--- config.mk ---
export PLATFORM = sky130hd
export DESIGN_NAME = cdid_top
export DESIGN_NICKNAME = d
export VERILOG_FILES = /design/src/logic/cdid_pkg.sv /design/src/logic/cdid_ram.sv /design/src/logic/cdid_top.sv
export SDC_FILE = /design/constraint.sdc
export NUM_CORES = 2
export LEC_CHECK = 0
export ABC_AREA = 1
export CAP_MARGIN = 20
export CORE_ASPECT_RATIO = 0.7
export CORE_MARGIN = 3
export CORE_UTILIZATION = 45
export DETAILED_ROUTE_END_ITERATION = 6
export DONT_BUFFER_PORTS = 1
export PLACE_DENSITY_LB_ADDON = 0.15
export SYNTH_ARGS = -nofsm -noshare
export SYNTH_HDL_FRONTEND = slang
export SYNTH_HIERARCHICAL = 1
export SYNTH_SLANG_ARGS = --single-unit
--- constraint.sdc ---
create_clock -name sys_clk -period 7.55 [get_ports sys_clk]
set_input_delay 1.51 -clock sys_clk [delete_from_list [all_inputs] [get_ports sys_clk]]
set_output_delay 1.51 -clock sys_clk [all_outputs]
set_load 0.005 [all_outputs]
--- src/logic/cdid_pkg.sv ---
// Purpose: shared constants and types of the display instruction decoder
// Assumes: 100 MHz system clock, apb register access
// Notes: offsets are byte addresses on the apb side

package cdid_pkg;

  // clock and execution timing
  localparam int unsigned CLK_PERIOD_NS = 10;
  localparam int unsigned CLEAR_TIME_NS = 6200000; // 6.2 ms worst case
  // longest time, so the division rounds down
  localparam int unsigned CLEAR_CYCLES = CLEAR_TIME_NS / CLK_PERIOD_NS;
  localparam int unsigned SHORT_CYCLES = 2; // every other instruction
  localparam int CNT_W = 20; // holds CLEAR_CYCLES

  // apb register offsets
  localparam logic [7:0] OFS_INSTR = 8'h00;
  localparam logic [7:0] OFS_DATA = 8'h04;
  localparam logic [7:0] OFS_STATUS = 8'h08;

  // instruction field positions
  localparam int ENTRY_INC_BIT = 1;
  localparam int ENTRY_SHIFT_BIT = 0;
  localparam int DISP_ON_BIT = 2;
  localparam int CUR_ON_BIT = 1;
  localparam int BLINK_BIT = 0;
  localparam int SHIFT_SC_BIT = 3;
  localparam int SHIFT_RL_BIT = 2;
  localparam int MODE_GC_BIT = 3;
  localparam int MODE_PWR_BIT = 2;
  localparam int FUNC_DL_BIT = 4;
  localparam int FUNC_N_BIT = 3;
  localparam int FUNC_F_BIT = 2;
  localparam logic [1:0] SUB_SHIFT = 2'b00;
  localparam logic [1:0] SUB_MODE = 2'b11;

  // values after reset and fixed codes
  localparam logic RST_INC = 1'b1;
  localparam logic RST_BUS8 = 1'b1;
  localparam logic [1:0] RST_FONT_TABLE = 2'b00;
  localparam logic [1:0] FONT_TABLE_NA = 2'b11;
  localparam logic [7:0] BLANK_CODE = 8'h20;
  localparam int DD_DEPTH = 128;
  localparam int CG_DEPTH = 64;

  // which ram the data register reaches
  typedef enum logic {RAM_DISPLAY, RAM_GLYPH} cdid_ram_sel_t;
  // which half of a byte the next 4-bit transfer carries
  typedef enum logic {NIB_HIGH, NIB_LOW} cdid_nib_t;

endpackage

--- src/logic/cdid_ram.sv ---
// Purpose: flip-flop byte memory with whole-array fill
// Assumes: one write port, asynchronous read by index
// Notes: fill wins over a write in the same cycle

`timescale 1ns/1ns

module cdid_ram #(
  parameter int DEPTH = 128,
  parameter int AW = 7,
  parameter logic [7:0] FILL = 8'h20
) (
  input wire logic sys_clk,
  input wire logic wr_en,
  input wire logic fill_en,
  input wire logic [AW-1:0] addr,
  input wire logic [7:0] wr_data,
  output logic [7:0] rd_data
);

  logic [7:0] mem_ff [DEPTH]; // byte storage
  logic [7:0] nxt_mem [DEPTH]; // next value of each entry

  // read path is a plain mux; the top registers it before the pins
  assign rd_data = mem_ff[addr];

  // one next-value slice and one register per entry
  for (genvar i = 0; i < DEPTH; i++) begin : g_entry
    always_comb begin
      nxt_mem[i] = mem_ff[i];
      if (fill_en) begin
        nxt_mem[i] = FILL; // blanking the whole array
      end else if (wr_en && (addr == AW'(i))) begin
        nxt_mem[i] = wr_data;
      end
    end

    // contents are data, so reset leaves them alone
    always_ff @(posedge sys_clk) begin
      mem_ff[i] <= nxt_mem[i];
    end
  end

endmodule

--- src/logic/cdid_top.sv ---
// Purpose: apb-facing instruction decoder of a character display controller
// Assumes: zero-wait apb slave, one access at a time
// Notes: 4-bit mode carries each nibble on pwdata/prdata bits 7:4
//
// Contract
// - two host registers: instruction and data; code also maps a status word at offset 08
// - while busy only status read is honoured
// - busy flag high for whole execution
// - clear blanks display, zeroes address, long busy
// - return home zeroes address and shift
// - entry mode stores direction and auto-shift
// - display control stores display, cursor, blink
// - shift moves cursor or display, RAM untouched
// - mode setting stores graphic and power bits
// - function set stores width, lines, font, table
// - glyph address load selects glyph RAM
// - display address load selects display RAM
// - status read returns busy and address
// - data write stores byte at address
// - data read returns byte at address
// - each data access steps address by one
// - stepped address appears when busy drops
// - auto-shift shifts display with each write; code shifts on display RAM reads too, not on glyph RAM writes
// - 4-bit mode moves bytes as two nibbles
// - font table resets to 00, 11 invalid
// - clear forces increment, keeps auto-shift

`timescale 1ns/1ns

module cdid_top #(
  parameter int unsigned CLEAR_CYC = cdid_pkg::CLEAR_CYCLES,
  parameter int unsigned SHORT_CYC = cdid_pkg::SHORT_CYCLES
) (
  input wire logic sys_clk,
  input wire logic reset,
  input wire logic psel,
  input wire logic penable,
  input wire logic pwrite,
  input wire logic [7:0] paddr,
  input wire logic [31:0] pwdata,
  output logic [31:0] prdata,
  output logic pready,
  output logic pslverr,
  output logic busy_flag,
  output logic display_on,
  output logic cursor_on,
  output logic blink_on,
  output logic graphic_mode,
  output logic dcdc_on,
  output logic bus_width_select,
  output logic two_line,
  output logic font_tall,
  output logic [1:0] font_table,
  output logic [6:0] display_shift
);

  localparam int CW = cdid_pkg::CNT_W;

  // apb answer registers
  logic [31:0] prdata_ff, nxt_prdata;
  logic pready_ff, nxt_pready;
  logic pslverr_ff, nxt_pslverr;
  logic req_busy_ff, nxt_req_busy; // busy as seen in the setup cycle

  // decoder state
  logic [CW-1:0] cnt_ff, nxt_cnt; // cycles of execution left
  logic busy_ff, nxt_busy; // busy flag seen by the host
  logic [6:0] ac_ff, nxt_ac; // address counter
  logic step_pend_ff, nxt_step_pend; // address step owed at end of busy
  cdid_pkg::cdid_ram_sel_t ram_sel_ff, nxt_ram_sel;
  cdid_pkg::cdid_nib_t nib_ff, nxt_nib;
  logic [3:0] nib_hi_ff, nxt_nib_hi; // first nibble of a write
  logic inc_ff, nxt_inc; // entry direction, 1 = increment
  logic sh_en_ff, nxt_sh_en; // auto-shift on write
  logic disp_ff, nxt_disp;
  logic cur_ff, nxt_cur;
  logic blink_ff, nxt_blink;
  logic gc_ff, nxt_gc;
  logic pwr_ff, nxt_pwr;
  logic bus8_ff, nxt_bus8; // 1 = 8-bit transfers
  logic lines_ff, nxt_lines;
  logic font_ff, nxt_font;
  logic [1:0] ft_ff, nxt_ft;
  logic [6:0] shift_ff, nxt_shift; // display shift offset, +1 = right

  // decode helpers
  logic setup, access_go, hit_instr, hit_data, hit_status;
  logic status_rd, taken, complete;
  logic [7:0] byte_in, byte_rd, dd_rd, cg_rd;
  logic dd_we, cg_we, dd_fill, instr_go, clear_go;

  // pins come straight from registers
  assign prdata = prdata_ff;
  assign pready = pready_ff;
  assign pslverr = pslverr_ff;
  assign busy_flag = busy_ff;
  assign display_on = disp_ff;
  assign cursor_on = cur_ff;
  assign blink_on = blink_ff;
  assign graphic_mode = gc_ff;
  assign dcdc_on = pwr_ff;
  assign bus_width_select = bus8_ff;
  assign two_line = lines_ff;
  assign font_tall = font_ff;
  assign font_table = ft_ff;
  assign display_shift = shift_ff;

  // address decode; each register needs an exact match on all eight paddr bits
  assign setup = psel && !penable;
  assign access_go = psel && penable && pready_ff;
  assign hit_instr = (paddr == cdid_pkg::OFS_INSTR);
  assign hit_data = (paddr == cdid_pkg::OFS_DATA);
  assign hit_status = (paddr == cdid_pkg::OFS_STATUS);
  assign status_rd = access_go && hit_instr && !pwrite;
  // busy drops every access except the status read, nibble phase too
  // busy at setup refuses too, so a read answered as refused never steps
  assign taken = access_go && (hit_instr || hit_data) &&
                 ((!busy_ff && !req_busy_ff) || status_rd);
  // a byte is whole on every 8-bit access or on the second nibble
  assign complete = taken && (bus8_ff || nib_ff == cdid_pkg::NIB_LOW);
  assign byte_in = bus8_ff ? pwdata[7:0]
                           : {nib_hi_ff, pwdata[7:4]};
  assign byte_rd = hit_instr ? {busy_ff, ac_ff}
                 : (ram_sel_ff == cdid_pkg::RAM_GLYPH) ? cg_rd
                 : dd_rd;
  assign instr_go = complete && pwrite && hit_instr;
  assign clear_go = instr_go && (byte_in == 8'h01);

  // apb answer: data latched in setup, pready one cycle later
  always_comb begin
    nxt_prdata = prdata_ff;
    nxt_pready = 1'b0;
    nxt_pslverr = 1'b0;
    nxt_req_busy = req_busy_ff;
    if (setup) begin
      nxt_pready = 1'b1;
      nxt_req_busy = busy_ff; // data was chosen with this busy value
      nxt_prdata = 32'h0000_0000;
      if (!(hit_instr || hit_data || hit_status)) begin
        nxt_pslverr = 1'b1; // unmapped address
      end else if (pwrite) begin
        nxt_prdata = 32'h0000_0000;
      end else if (hit_status) begin
        nxt_prdata = {9'h000, shift_ff, 2'h0, ft_ff, font_ff, lines_ff,
                      bus8_ff, pwr_ff, gc_ff, blink_ff, cur_ff, disp_ff,
                      inc_ff, sh_en_ff, ram_sel_ff, busy_ff};
      end else if (hit_data && busy_ff) begin
        nxt_prdata = 32'h0000_0000; // refused data read reads zero
      end else if (bus8_ff) begin
        nxt_prdata = {24'h00_0000, byte_rd};
      end else if (nib_ff == cdid_pkg::NIB_HIGH) begin
        nxt_prdata = {24'h00_0000, byte_rd[7:4], 4'h0};
      end else begin
        nxt_prdata = {24'h00_0000, byte_rd[3:0], 4'h0};
      end
    end
  end

  always_ff @(posedge sys_clk) begin
    if (reset) begin
      prdata_ff <= 32'h0000_0000;
      pready_ff <= 1'b0;
      pslverr_ff <= 1'b0;
      req_busy_ff <= 1'b0;
    end else begin
      prdata_ff <= nxt_prdata;
      pready_ff <= nxt_pready;
      pslverr_ff <= nxt_pslverr;
      req_busy_ff <= nxt_req_busy;
    end
  end

  // instruction execution, data access and busy timing
  always_comb begin
    nxt_cnt = cnt_ff;
    nxt_ac = ac_ff;
    nxt_step_pend = step_pend_ff;
    nxt_ram_sel = ram_sel_ff;
    nxt_nib = nib_ff;
    nxt_nib_hi = nib_hi_ff;
    nxt_inc = inc_ff;
    nxt_sh_en = sh_en_ff;
    nxt_disp = disp_ff;
    nxt_cur = cur_ff;
    nxt_blink = blink_ff;
    nxt_gc = gc_ff;
    nxt_pwr = pwr_ff;
    nxt_bus8 = bus8_ff;
    nxt_lines = lines_ff;
    nxt_font = font_ff;
    nxt_ft = ft_ff;
    nxt_shift = shift_ff;
    dd_we = 1'b0;
    cg_we = 1'b0;
    dd_fill = 1'b0;
    // count down; the owed step lands on the edge busy falls
    if (cnt_ff != '0) begin
      nxt_cnt = cnt_ff - CW'(1);
      if (cnt_ff == CW'(1) && step_pend_ff) begin
        nxt_ac = inc_ff ? ac_ff + 7'h01 : ac_ff - 7'h01;
        nxt_step_pend = 1'b0;
      end
    end
    // nibble phase: upper half first, then lower
    if (taken && !bus8_ff) begin
      nxt_nib = (nib_ff == cdid_pkg::NIB_HIGH) ? cdid_pkg::NIB_LOW
                                               : cdid_pkg::NIB_HIGH;
      if (pwrite && nib_ff == cdid_pkg::NIB_HIGH) begin
        nxt_nib_hi = pwdata[7:4];
      end
    end else if (bus8_ff) begin
      nxt_nib = cdid_pkg::NIB_HIGH;
    end
    if (complete && hit_data) begin
      // data access: ram write or read, then owe an address step
      nxt_cnt = CW'(SHORT_CYC);
      nxt_step_pend = 1'b1;
      if (pwrite && ram_sel_ff == cdid_pkg::RAM_GLYPH) begin
        cg_we = 1'b1;
      end else if (pwrite) begin
        dd_we = 1'b1;
      end
      // auto-shift rides on display ram writes and reads alike
      if (sh_en_ff && ram_sel_ff == cdid_pkg::RAM_DISPLAY) begin
        // increment direction scrolls left, decrement right
        nxt_shift = inc_ff ? shift_ff - 7'h01
                           : shift_ff + 7'h01;
      end
    end else if (instr_go) begin
      nxt_cnt = CW'(SHORT_CYC);
      casez (byte_in)
        8'b1???????: begin
          nxt_ac = byte_in[6:0];
          nxt_ram_sel = cdid_pkg::RAM_DISPLAY;
        end
        8'b01??????: begin
          nxt_ac = {1'b0, byte_in[5:0]};
          nxt_ram_sel = cdid_pkg::RAM_GLYPH;
        end
        8'b001?????: begin
          nxt_bus8 = byte_in[cdid_pkg::FUNC_DL_BIT];
          nxt_lines = byte_in[cdid_pkg::FUNC_N_BIT];
          nxt_font = byte_in[cdid_pkg::FUNC_F_BIT];
          // the unavailable table code leaves the old table
          if (byte_in[1:0] != cdid_pkg::FONT_TABLE_NA) begin
            nxt_ft = byte_in[1:0];
          end
        end
        8'b0001????: begin
          if (byte_in[1:0] == cdid_pkg::SUB_SHIFT) begin
            if (byte_in[cdid_pkg::SHIFT_SC_BIT]) begin
              nxt_shift = byte_in[cdid_pkg::SHIFT_RL_BIT]
                        ? shift_ff + 7'h01 : shift_ff - 7'h01;
            end else begin
              nxt_ac = byte_in[cdid_pkg::SHIFT_RL_BIT]
                     ? ac_ff + 7'h01 : ac_ff - 7'h01;
            end
          end else if (byte_in[1:0] == cdid_pkg::SUB_MODE) begin
            nxt_gc = byte_in[cdid_pkg::MODE_GC_BIT];
            nxt_pwr = byte_in[cdid_pkg::MODE_PWR_BIT];
          end
        end
        8'b00001???: begin
          nxt_disp = byte_in[cdid_pkg::DISP_ON_BIT];
          nxt_cur = byte_in[cdid_pkg::CUR_ON_BIT];
          nxt_blink = byte_in[cdid_pkg::BLINK_BIT];
        end
        8'b000001??: begin
          nxt_inc = byte_in[cdid_pkg::ENTRY_INC_BIT];
          nxt_sh_en = byte_in[cdid_pkg::ENTRY_SHIFT_BIT];
        end
        8'b0000001?: begin
          // test bit 0 is ignored here
          nxt_ac = 7'h00;
          nxt_shift = 7'h00;
          nxt_ram_sel = cdid_pkg::RAM_DISPLAY;
        end
        8'b00000001: begin
          dd_fill = 1'b1;
          nxt_ac = 7'h00;
          nxt_shift = 7'h00;
          nxt_ram_sel = cdid_pkg::RAM_DISPLAY;
          nxt_inc = 1'b1;
          nxt_step_pend = 1'b0;
          nxt_cnt = CW'(CLEAR_CYC);
        end
        default: begin
          nxt_cnt = CW'(SHORT_CYC); // all-zero code only starts the short busy time
        end
      endcase
    end else if (complete && !pwrite && hit_instr) begin
      nxt_cnt = cnt_ff == '0 ? '0 : nxt_cnt; // status read costs no time
    end
    nxt_busy = (nxt_cnt != '0);
  end

  always_ff @(posedge sys_clk) begin
    if (reset) begin
      cnt_ff <= '0;
      busy_ff <= 1'b0;
      ac_ff <= 7'h00;
      step_pend_ff <= 1'b0;
      ram_sel_ff <= cdid_pkg::RAM_DISPLAY;
      nib_ff <= cdid_pkg::NIB_HIGH;
      nib_hi_ff <= 4'h0;
      inc_ff <= cdid_pkg::RST_INC;
      sh_en_ff <= 1'b0;
      disp_ff <= 1'b0;
      cur_ff <= 1'b0;
      blink_ff <= 1'b0;
      gc_ff <= 1'b0;
      pwr_ff <= 1'b0;
      bus8_ff <= cdid_pkg::RST_BUS8;
      lines_ff <= 1'b0;
      font_ff <= 1'b0;
      ft_ff <= cdid_pkg::RST_FONT_TABLE;
      shift_ff <= 7'h00;
    end else begin
      cnt_ff <= nxt_cnt;
      busy_ff <= nxt_busy;
      ac_ff <= nxt_ac;
      step_pend_ff <= nxt_step_pend;
      ram_sel_ff <= nxt_ram_sel;
      nib_ff <= nxt_nib;
      nib_hi_ff <= nxt_nib_hi;
      inc_ff <= nxt_inc;
      sh_en_ff <= nxt_sh_en;
      disp_ff <= nxt_disp;
      cur_ff <= nxt_cur;
      blink_ff <= nxt_blink;
      gc_ff <= nxt_gc;
      pwr_ff <= nxt_pwr;
      bus8_ff <= nxt_bus8;
      lines_ff <= nxt_lines;
      font_ff <= nxt_font;
      ft_ff <= nxt_ft;
      shift_ff <= nxt_shift;
    end
  end

  // display ram, blanked by the clear instruction
  cdid_ram #(
    .DEPTH(cdid_pkg::DD_DEPTH),
    .AW(7),
    .FILL(cdid_pkg::BLANK_CODE)
  ) u_dd_ram (
    .sys_clk(sys_clk),
    .wr_en(dd_we),
    .fill_en(dd_fill),
    .addr(ac_ff),
    .wr_data(byte_in),
    .rd_data(dd_rd)
  );

  // glyph ram, reached through the low six address bits
  cdid_ram #(
    .DEPTH(cdid_pkg::CG_DEPTH),
    .AW(6),
    .FILL(cdid_pkg::BLANK_CODE)
  ) u_cg_ram (
    .sys_clk(sys_clk),
    .wr_en(cg_we),
    .fill_en(1'b0),
    .addr(ac_ff[5:0]),
    .wr_data(byte_in),
    .rd_data(cg_rd)
  );
endmodule

### After elaboration in Yosys (flattened, before gate mapping)

Memories as Yosys holds them, arrays and structs flattened. A register that Yosys moved wholly into a read port is not among the register bits.
Index checks and enable logic that the tools add are counted.

* logic and storage cells: 1303
* output and inout bits: 52
* bits in writable memories: 1536
* input port bits: 45
* register bits after elaboration: 89
* memories kept: 2

Memory list
* u_dd_ram.mem_ff: words 128, width 8, read ports 1, clocked after memory_dff 1, wr ports 128, RTL line cdid_ram.sv:20 `logic [7:0] mem_ff [DEPTH];`
* u_cg_ram.mem_ff: words 64, width 8, read ports 1, clocked after memory_dff 1, wr ports 1, RTL line cdid_ram.sv:20

* $add $sub $neg: 5
* mux-type cells: 563
* equal/unequal tests: 397
* bitwise gates (word level): 5
* reductions and logical operators: 308

Operators by type and width (count)
* $mux W8: 389
* $reduce_or A8 Y1: 63
* $eq A7 B7 Y1 const B: 64
* $mux W6: 64
* $ne A2 B2 Y1 const B: 129
* $eq A7 B6 Y1 const B: 32
* $logic_and A1 B1 Y1: 212
* $eq A6 B6 Y1 const B: 32
* $mux W20: 6
* $eq A7 B5 Y1 const B: 16
* $mux W7: 16
* $eq A6 B5 Y1 const B: 16
* $mux W1: 81
* $mux W23: 3
* $ne A1 B1 Y1 const B: 64
* $eq A7 B4 Y1 const B: 8
* $eq A6 B4 Y1 const B: 8
* $reduce_bool A20 Y1: 2
* $eq A7 B3 Y1 const B: 4
* $pmux W7 S4: 1
* $eq A6 B3 Y1 const B: 4
* $eq A20 B1 Y1 const B: 1
* $logic_not A20 Y1: 1
* $sub A20 B1 Y20 const B: 1
* other kinds (33): 61

### Depth between registers and ports, before layout

* word-level depth: 75
* gate-level depth with buffers: 22
* mapped depth without buffers: 19

### Modules after synthesis

The synthesis kept the hierarchy.

By module, submodules not included
* cdid_ram at u_dd_ram: area an instance 42361.9 sq um, seq. area each 30749.5 sq um, instances 1, cells an instance 3894
* cdid_ram at u_cg_ram: area an instance 21775.9 sq um, seq. area each 15374.7 sq um, instances 1, cells an instance 2157
* cdid_top: area an instance 5280.1 sq um, seq. area each 1561.5 sq um, instances 1, cells an instance 803

### Least setup slack after synthesis

OpenSTA, ideal clock, no wires.

* path type: input to register
* start: input port paddr[7]
* end: memory u_dd_ram.mem_ff[0][1] (data pin)
* arrival: 5389 ps
* setup time: 798 ps
* path slack: 1364 ps
* data required time: 6752 ps
* buffers on the path: 1
* stages: 9
* path through: nor2_1 > nand2_1 > clkinv_1 > nand2_1 > nor2_1 > nand4_2 > nor3_1 > clkbuf_1 > nor2_1

RTL lines
* start: declaration: RTL line cdid_top.sv:39 `input wire logic [7:0] paddr,`
* end: declaration: RTL line cdid_ram.sv:20

==> reports/results.txt <==
The flow ran to the end, and the final reports show no timing, DRC or antenna violations. In this run the power density over the cells is 242 mW/mm2. The number of top-level pins came out at 97.

The placed cell count is 8731. The cell type contributing the most total cell area after synthesis is sky130_fd_sc_hd__edfxtp_1. Counting instances in the post-synthesis netlist gives the leading cell types as sky130_fd_sc_hd__nand2_1 (3706), sky130_fd_sc_hd__edfxtp_1 (1536), sky130_fd_sc_hd__o21ai_0 (253). After floorplanning, the core was sized to cover 0.152 mm2. The number of gates resized after CTS was 0. The sequential share of the synthesized area was 0.687. Setup repair after global routing left no endpoint under its margin. The run gives 0 ns as the setup TNS. STA classifies the critical path endpoint as a flip-flop. The logs give 0 for the number of slew-limit violations in the final report and 0.0722 mm2 for the placement-stage cell area. The logs give 158 for the number of CTS-inserted buffers and 6.00 ns for the arrival time at the worst endpoint.

The global-route usage over all layers is 0.241. The die is 475 um wide. After layout, the minimum clock period comes to 5.27 ns. The peak supply drop is 0.172 mV, and the post-synthesis to final-layout area growth is 11.4%. After routing the design area is 0.0774 mm2. STA classifies the critical path startpoint as a flip-flop. Class of the most critical setup path: flip-flop to flip-flop. Entering global routing, the biggest net connects 188 pins.

In the final design database the tool counted 6989 nets. The number of enable flip-flop cells after synthesis was 1536. The launching instance or port of the critical path was ac_ff[1]$_SDFF_PP0_.

For the reported leakage power, the log shows 31.2 nW. For the number of buffers on the longest clock path, the log shows 3. The logs give 5681 for the number of DRC markers after the initial detailed-route iteration and 0 for the count of max-cap constraint violations. The source of the worst register-to-register timing path is ac_ff[1]$_SDFF_PP0_. For the setup slack at placement, the log shows 1.69 ns.

For the setup clock skew after layout, the log shows 0.0242 ns. The buffer count from post-CTS setup fixing is 0, and the average wire per cell in the routed design is 21.4 um. For the routed via count, the log shows 48500.

By instance count, the leading cell after synthesis is sky130_fd_sc_hd__nand2_1. The largest fanout of any net on the critical path works out to 70. In this run, synthesis produced a sequential element count of 1614. The cell area that synthesis handed to floorplanning was 0.0694 mm2. For the filler-free cell count of the finished design, the log shows 9058. The overall routed net length was 194000 um. The worst hold path belongs to the class flip-flop to flip-flop.

At the pin with the least slew margin, the transition time is 1.16 ns. The number of different library cells used by synthesis comes to 50. The average instance area after synthesis works out to 10.1 um2. After legalization and detailed placement, the total HPWL measured 113000 um.

The run gives 0.0196 mm2 as the area used by multi-input combinational logic. Counting every sink on the clock net gives 1614. STA puts the critical path data required time at 8.28 ns. The tools report the setup slack on the worst flop-to-flop path as 2.28 ns.

The first TritonRoute pass finished after 6 iterations. Measured along the y axis, the die boundary spans 335 um. For the DRC violation count after routing, the log shows 0. TritonCTS built the clock tree.

The clock latency reported for the late side of the worst-skew pair is 0.80 ns, and the number of cells on the worst hold path is 2. The run gives 44500 as the via count of the first global-routing pass. Synthesis produced a netlist whose cell count is 6854. Final critical-path share of the clock period: 0.699. Global placement routability congestion: 0.905.

Static timing analysis puts the maximum clock frequency at 190 MHz. The area fraction of the dominant cell type after synthesis was 0.664; the number of failing hold endpoints at the final stage was 0. The layout cell share with drive strength beyond 1 came out at 0.0807.

After layout, the worst setup slack is 2.28 ns. For the number of placement rows, the log shows 119. The number of antenna-violating nets in the routed design was 0. The tools report the area of the die as 0.159 mm2. The starting density of the core came out at 0.457. In the synthesized netlist the dominant register cell turns out to be sky130_fd_sc_hd__edfxtp_1.

Setup violations remaining at the end of the flow were counted as 0. The number of warnings reported in the yosys synthesis log was 6; the clock-pin transition on the worst setup and hold timing paths was 0.06 ns. The tree is rooted in a sky130_fd_sc_hd__clkbuf_16.

Dividing the detail-routed via count by the number of cells gives 5.35. Origin of the worst min-delay path: prdata[16]$_SDFFE_PP0P_. Counting the fill cells in the layout gives 13600. In this run, post-CTS hold repair placed 0 buffers. The tools report the initial antenna violation count as 1.

The final standard cell utilization of the core came out at 0.509. Ranked by total cell area, the synthesized netlist is headed by sky130_fd_sc_hd__edfxtp_1 (66%), sky130_fd_sc_hd__nand2_1 (20%), sky130_fd_sc_hd__dfxtp_1 (2.2%). The first global-routing pass estimated 288000 um of wire. Port buffering added 0 buffers.

The number of cells on the worst reg-to-reg path is 19. CTS built an H-tree with a depth of 4. Summing all flip-flop and latch instances after layout gives 0.0477 mm2. The worst slew margin relative to its limit was 0.218. Global routing finished with a remaining overflow of 0. Fraction of synthesis flops using an asynchronous set or reset pin: 0.
[state kept, by name, indices dropped and copies added, names as in the netlist, 2 cells and up]
signal,cells
nib_hi_ff,4
cnt_ff,20
font_table,2
u_dd_ram/mem_ff,1024
ac_ff,7
display_shift,7
prdata,21
u_cg_ram/mem_ff,512
[layout by cell type, fill, tap and decap left out, types with 5 or more instances in the layout]
cell and count:
sky130_fd_sc_hd__clkinv_2 29, sky130_fd_sc_hd__conb_1 12, sky130_fd_sc_hd__clkinv_1 42, sky130_fd_sc_hd__or2_2 6
sky130_fd_sc_hd__nand2_1 3706, sky130_fd_sc_hd__o21ai_0 252, sky130_fd_sc_hd__o21ai_1 84, sky130_fd_sc_hd__nor2_2 8
sky130_fd_sc_hd__buf_12 17, sky130_fd_sc_hd__nor3_1 14, sky130_fd_sc_hd__a211oi_1 5, sky130_fd_sc_hd__o31ai_1 17
sky130_fd_sc_hd__clkbuf_16 168, sky130_fd_sc_hd__nor3_2 6, sky130_fd_sc_hd__o211ai_1 12, sky130_fd_sc_hd__inv_1 106
sky130_fd_sc_hd__nor2_4 22, sky130_fd_sc_hd__nand3_1 178, sky130_fd_sc_hd__inv_6 6, sky130_fd_sc_hd__nand4_1 30
sky130_fd_sc_hd__clkbuf_1 37, sky130_fd_sc_hd__o21ai_4 5, sky130_fd_sc_hd__a21oi_1 93, sky130_fd_sc_hd__o22ai_1 6
sky130_fd_sc_hd__buf_4 206, sky130_fd_sc_hd__dfxtp_1 76, sky130_fd_sc_hd__bufinv_16 5, sky130_fd_sc_hd__buf_2 32
sky130_fd_sc_hd__nand2_2 5, sky130_fd_sc_hd__nor2_1 222, sky130_fd_sc_hd__xor2_1 26, sky130_fd_sc_hd__edfxtp_1 1536
sky130_fd_sc_hd__clkbuf_4 11, sky130_fd_sc_hd__xnor2_1 5, sky130_fd_sc_hd__clkbuf_2 8, sky130_fd_sc_hd__ha_1 8
sky130_fd_sc_hd__inv_2 11
[per-layer routing]
| layer | vias up | GRT usage | share of wire |
|---|---|---|---|
| met5 | - | 0 | 0 |
| met4 | 0 | 0.0483 | 0.016 |
| met3 | 218 | 0.0645 | 0.11 |
| met2 | 1983 | 0.330 | 0.41 |
| met1 | 23400 | 0.384 | 0.47 |
| li1 | 22900 | - | - |
[metrics by stage]
| stage | hold WS [ns] | total power, W |
|---|---|---|
| finish | 0.480 | 0.0187 |
| global route | 0.501 | 0.0194 |
| CTS | 0.481 | 0.0189 |
| detailed placement | 0.471 | 0.0113 |
| global placement | 0.467 | 0.0113 |
| floorplan | 0.445 | 0.0110 |
[power by group]
part	internal [W]	switching [W]	total [W]
registers	0.0100	0.0000772	0.0101
logic	0.000300	0.000719	0.00102
clock network	0.00423	0.00336	0.00759
total	0.0146	0.00416	0.0187
[cell type report]
cell class	instances	share of cell area
Inverter	129	0.00670
Tap cell	1996	0.0323
Clock buffer	206	0.0563
Sequential cell	1614	0.617
Timing Repair Buffer	274	0.0280
Multi-Input combinational cell	4759	0.253
Antenna cell	2	0.0000647
Clock inverter	78	0.00650
[cell families (layout without fill, tap and decap cells)]
| group | count (synthesis) | in the layout | synth area share |
|---|---|---|---|
| flip-flops | 1614 | 1614 | 0.687 |
| AND/OR/NAND/NOR | 4216 | 4216 | 0.236 |
| AO/OA/AOI/OAI | 492 | 492 | 0.0385 |
| adder cells (fa/ha/maj) | 8 | 8 | 0.00144 |
| other | 1 | 14 | 0.0000540 |
| XOR/XNOR | 31 | 31 | 0.00391 |
| buffers and inverters | 492 | 687 | 0.0334 |
[final timing paths]
kind | endpoint
max | prdata[4]$_SDFFE_PP0P_
min reg2reg | prdata[16]$_SDFFE_PP0P_
min | prdata[16]$_SDFFE_PP0P_
max reg2reg | prdata[4]$_SDFFE_PP0P_
[worst max-delay path, cell delays in order (launching register included)]
cell,delay [ns]
sky130_fd_sc_hd__dfxtp_4,0.74
sky130_fd_sc_hd__inv_6,0.40
sky130_fd_sc_hd__nor2_4,0.68
sky130_fd_sc_hd__buf_4,0.54
sky130_fd_sc_hd__nand2_1,0.09
sky130_fd_sc_hd__nand2_1,0.09
sky130_fd_sc_hd__o21ai_0,0.18
sky130_fd_sc_hd__nand2_1,0.25
sky130_fd_sc_hd__o21ai_1,0.12
sky130_fd_sc_hd__nand2_1,0.11
sky130_fd_sc_hd__nor2_1,0.05
sky130_fd_sc_hd__nor2_1,0.22
sky130_fd_sc_hd__nor2_1,0.06
sky130_fd_sc_hd__o21ai_0,0.65
sky130_fd_sc_hd__o21ai_0,0.29
sky130_fd_sc_hd__o22ai_1,0.19
sky130_fd_sc_hd__nand3_1,0.10
sky130_fd_sc_hd__o21ai_1,0.11
sky130_fd_sc_hd__nand2_1,0.13
sky130_fd_sc_hd__a21oi_1,0.16
Note: power is estimated with default switching activity, not from simulation.
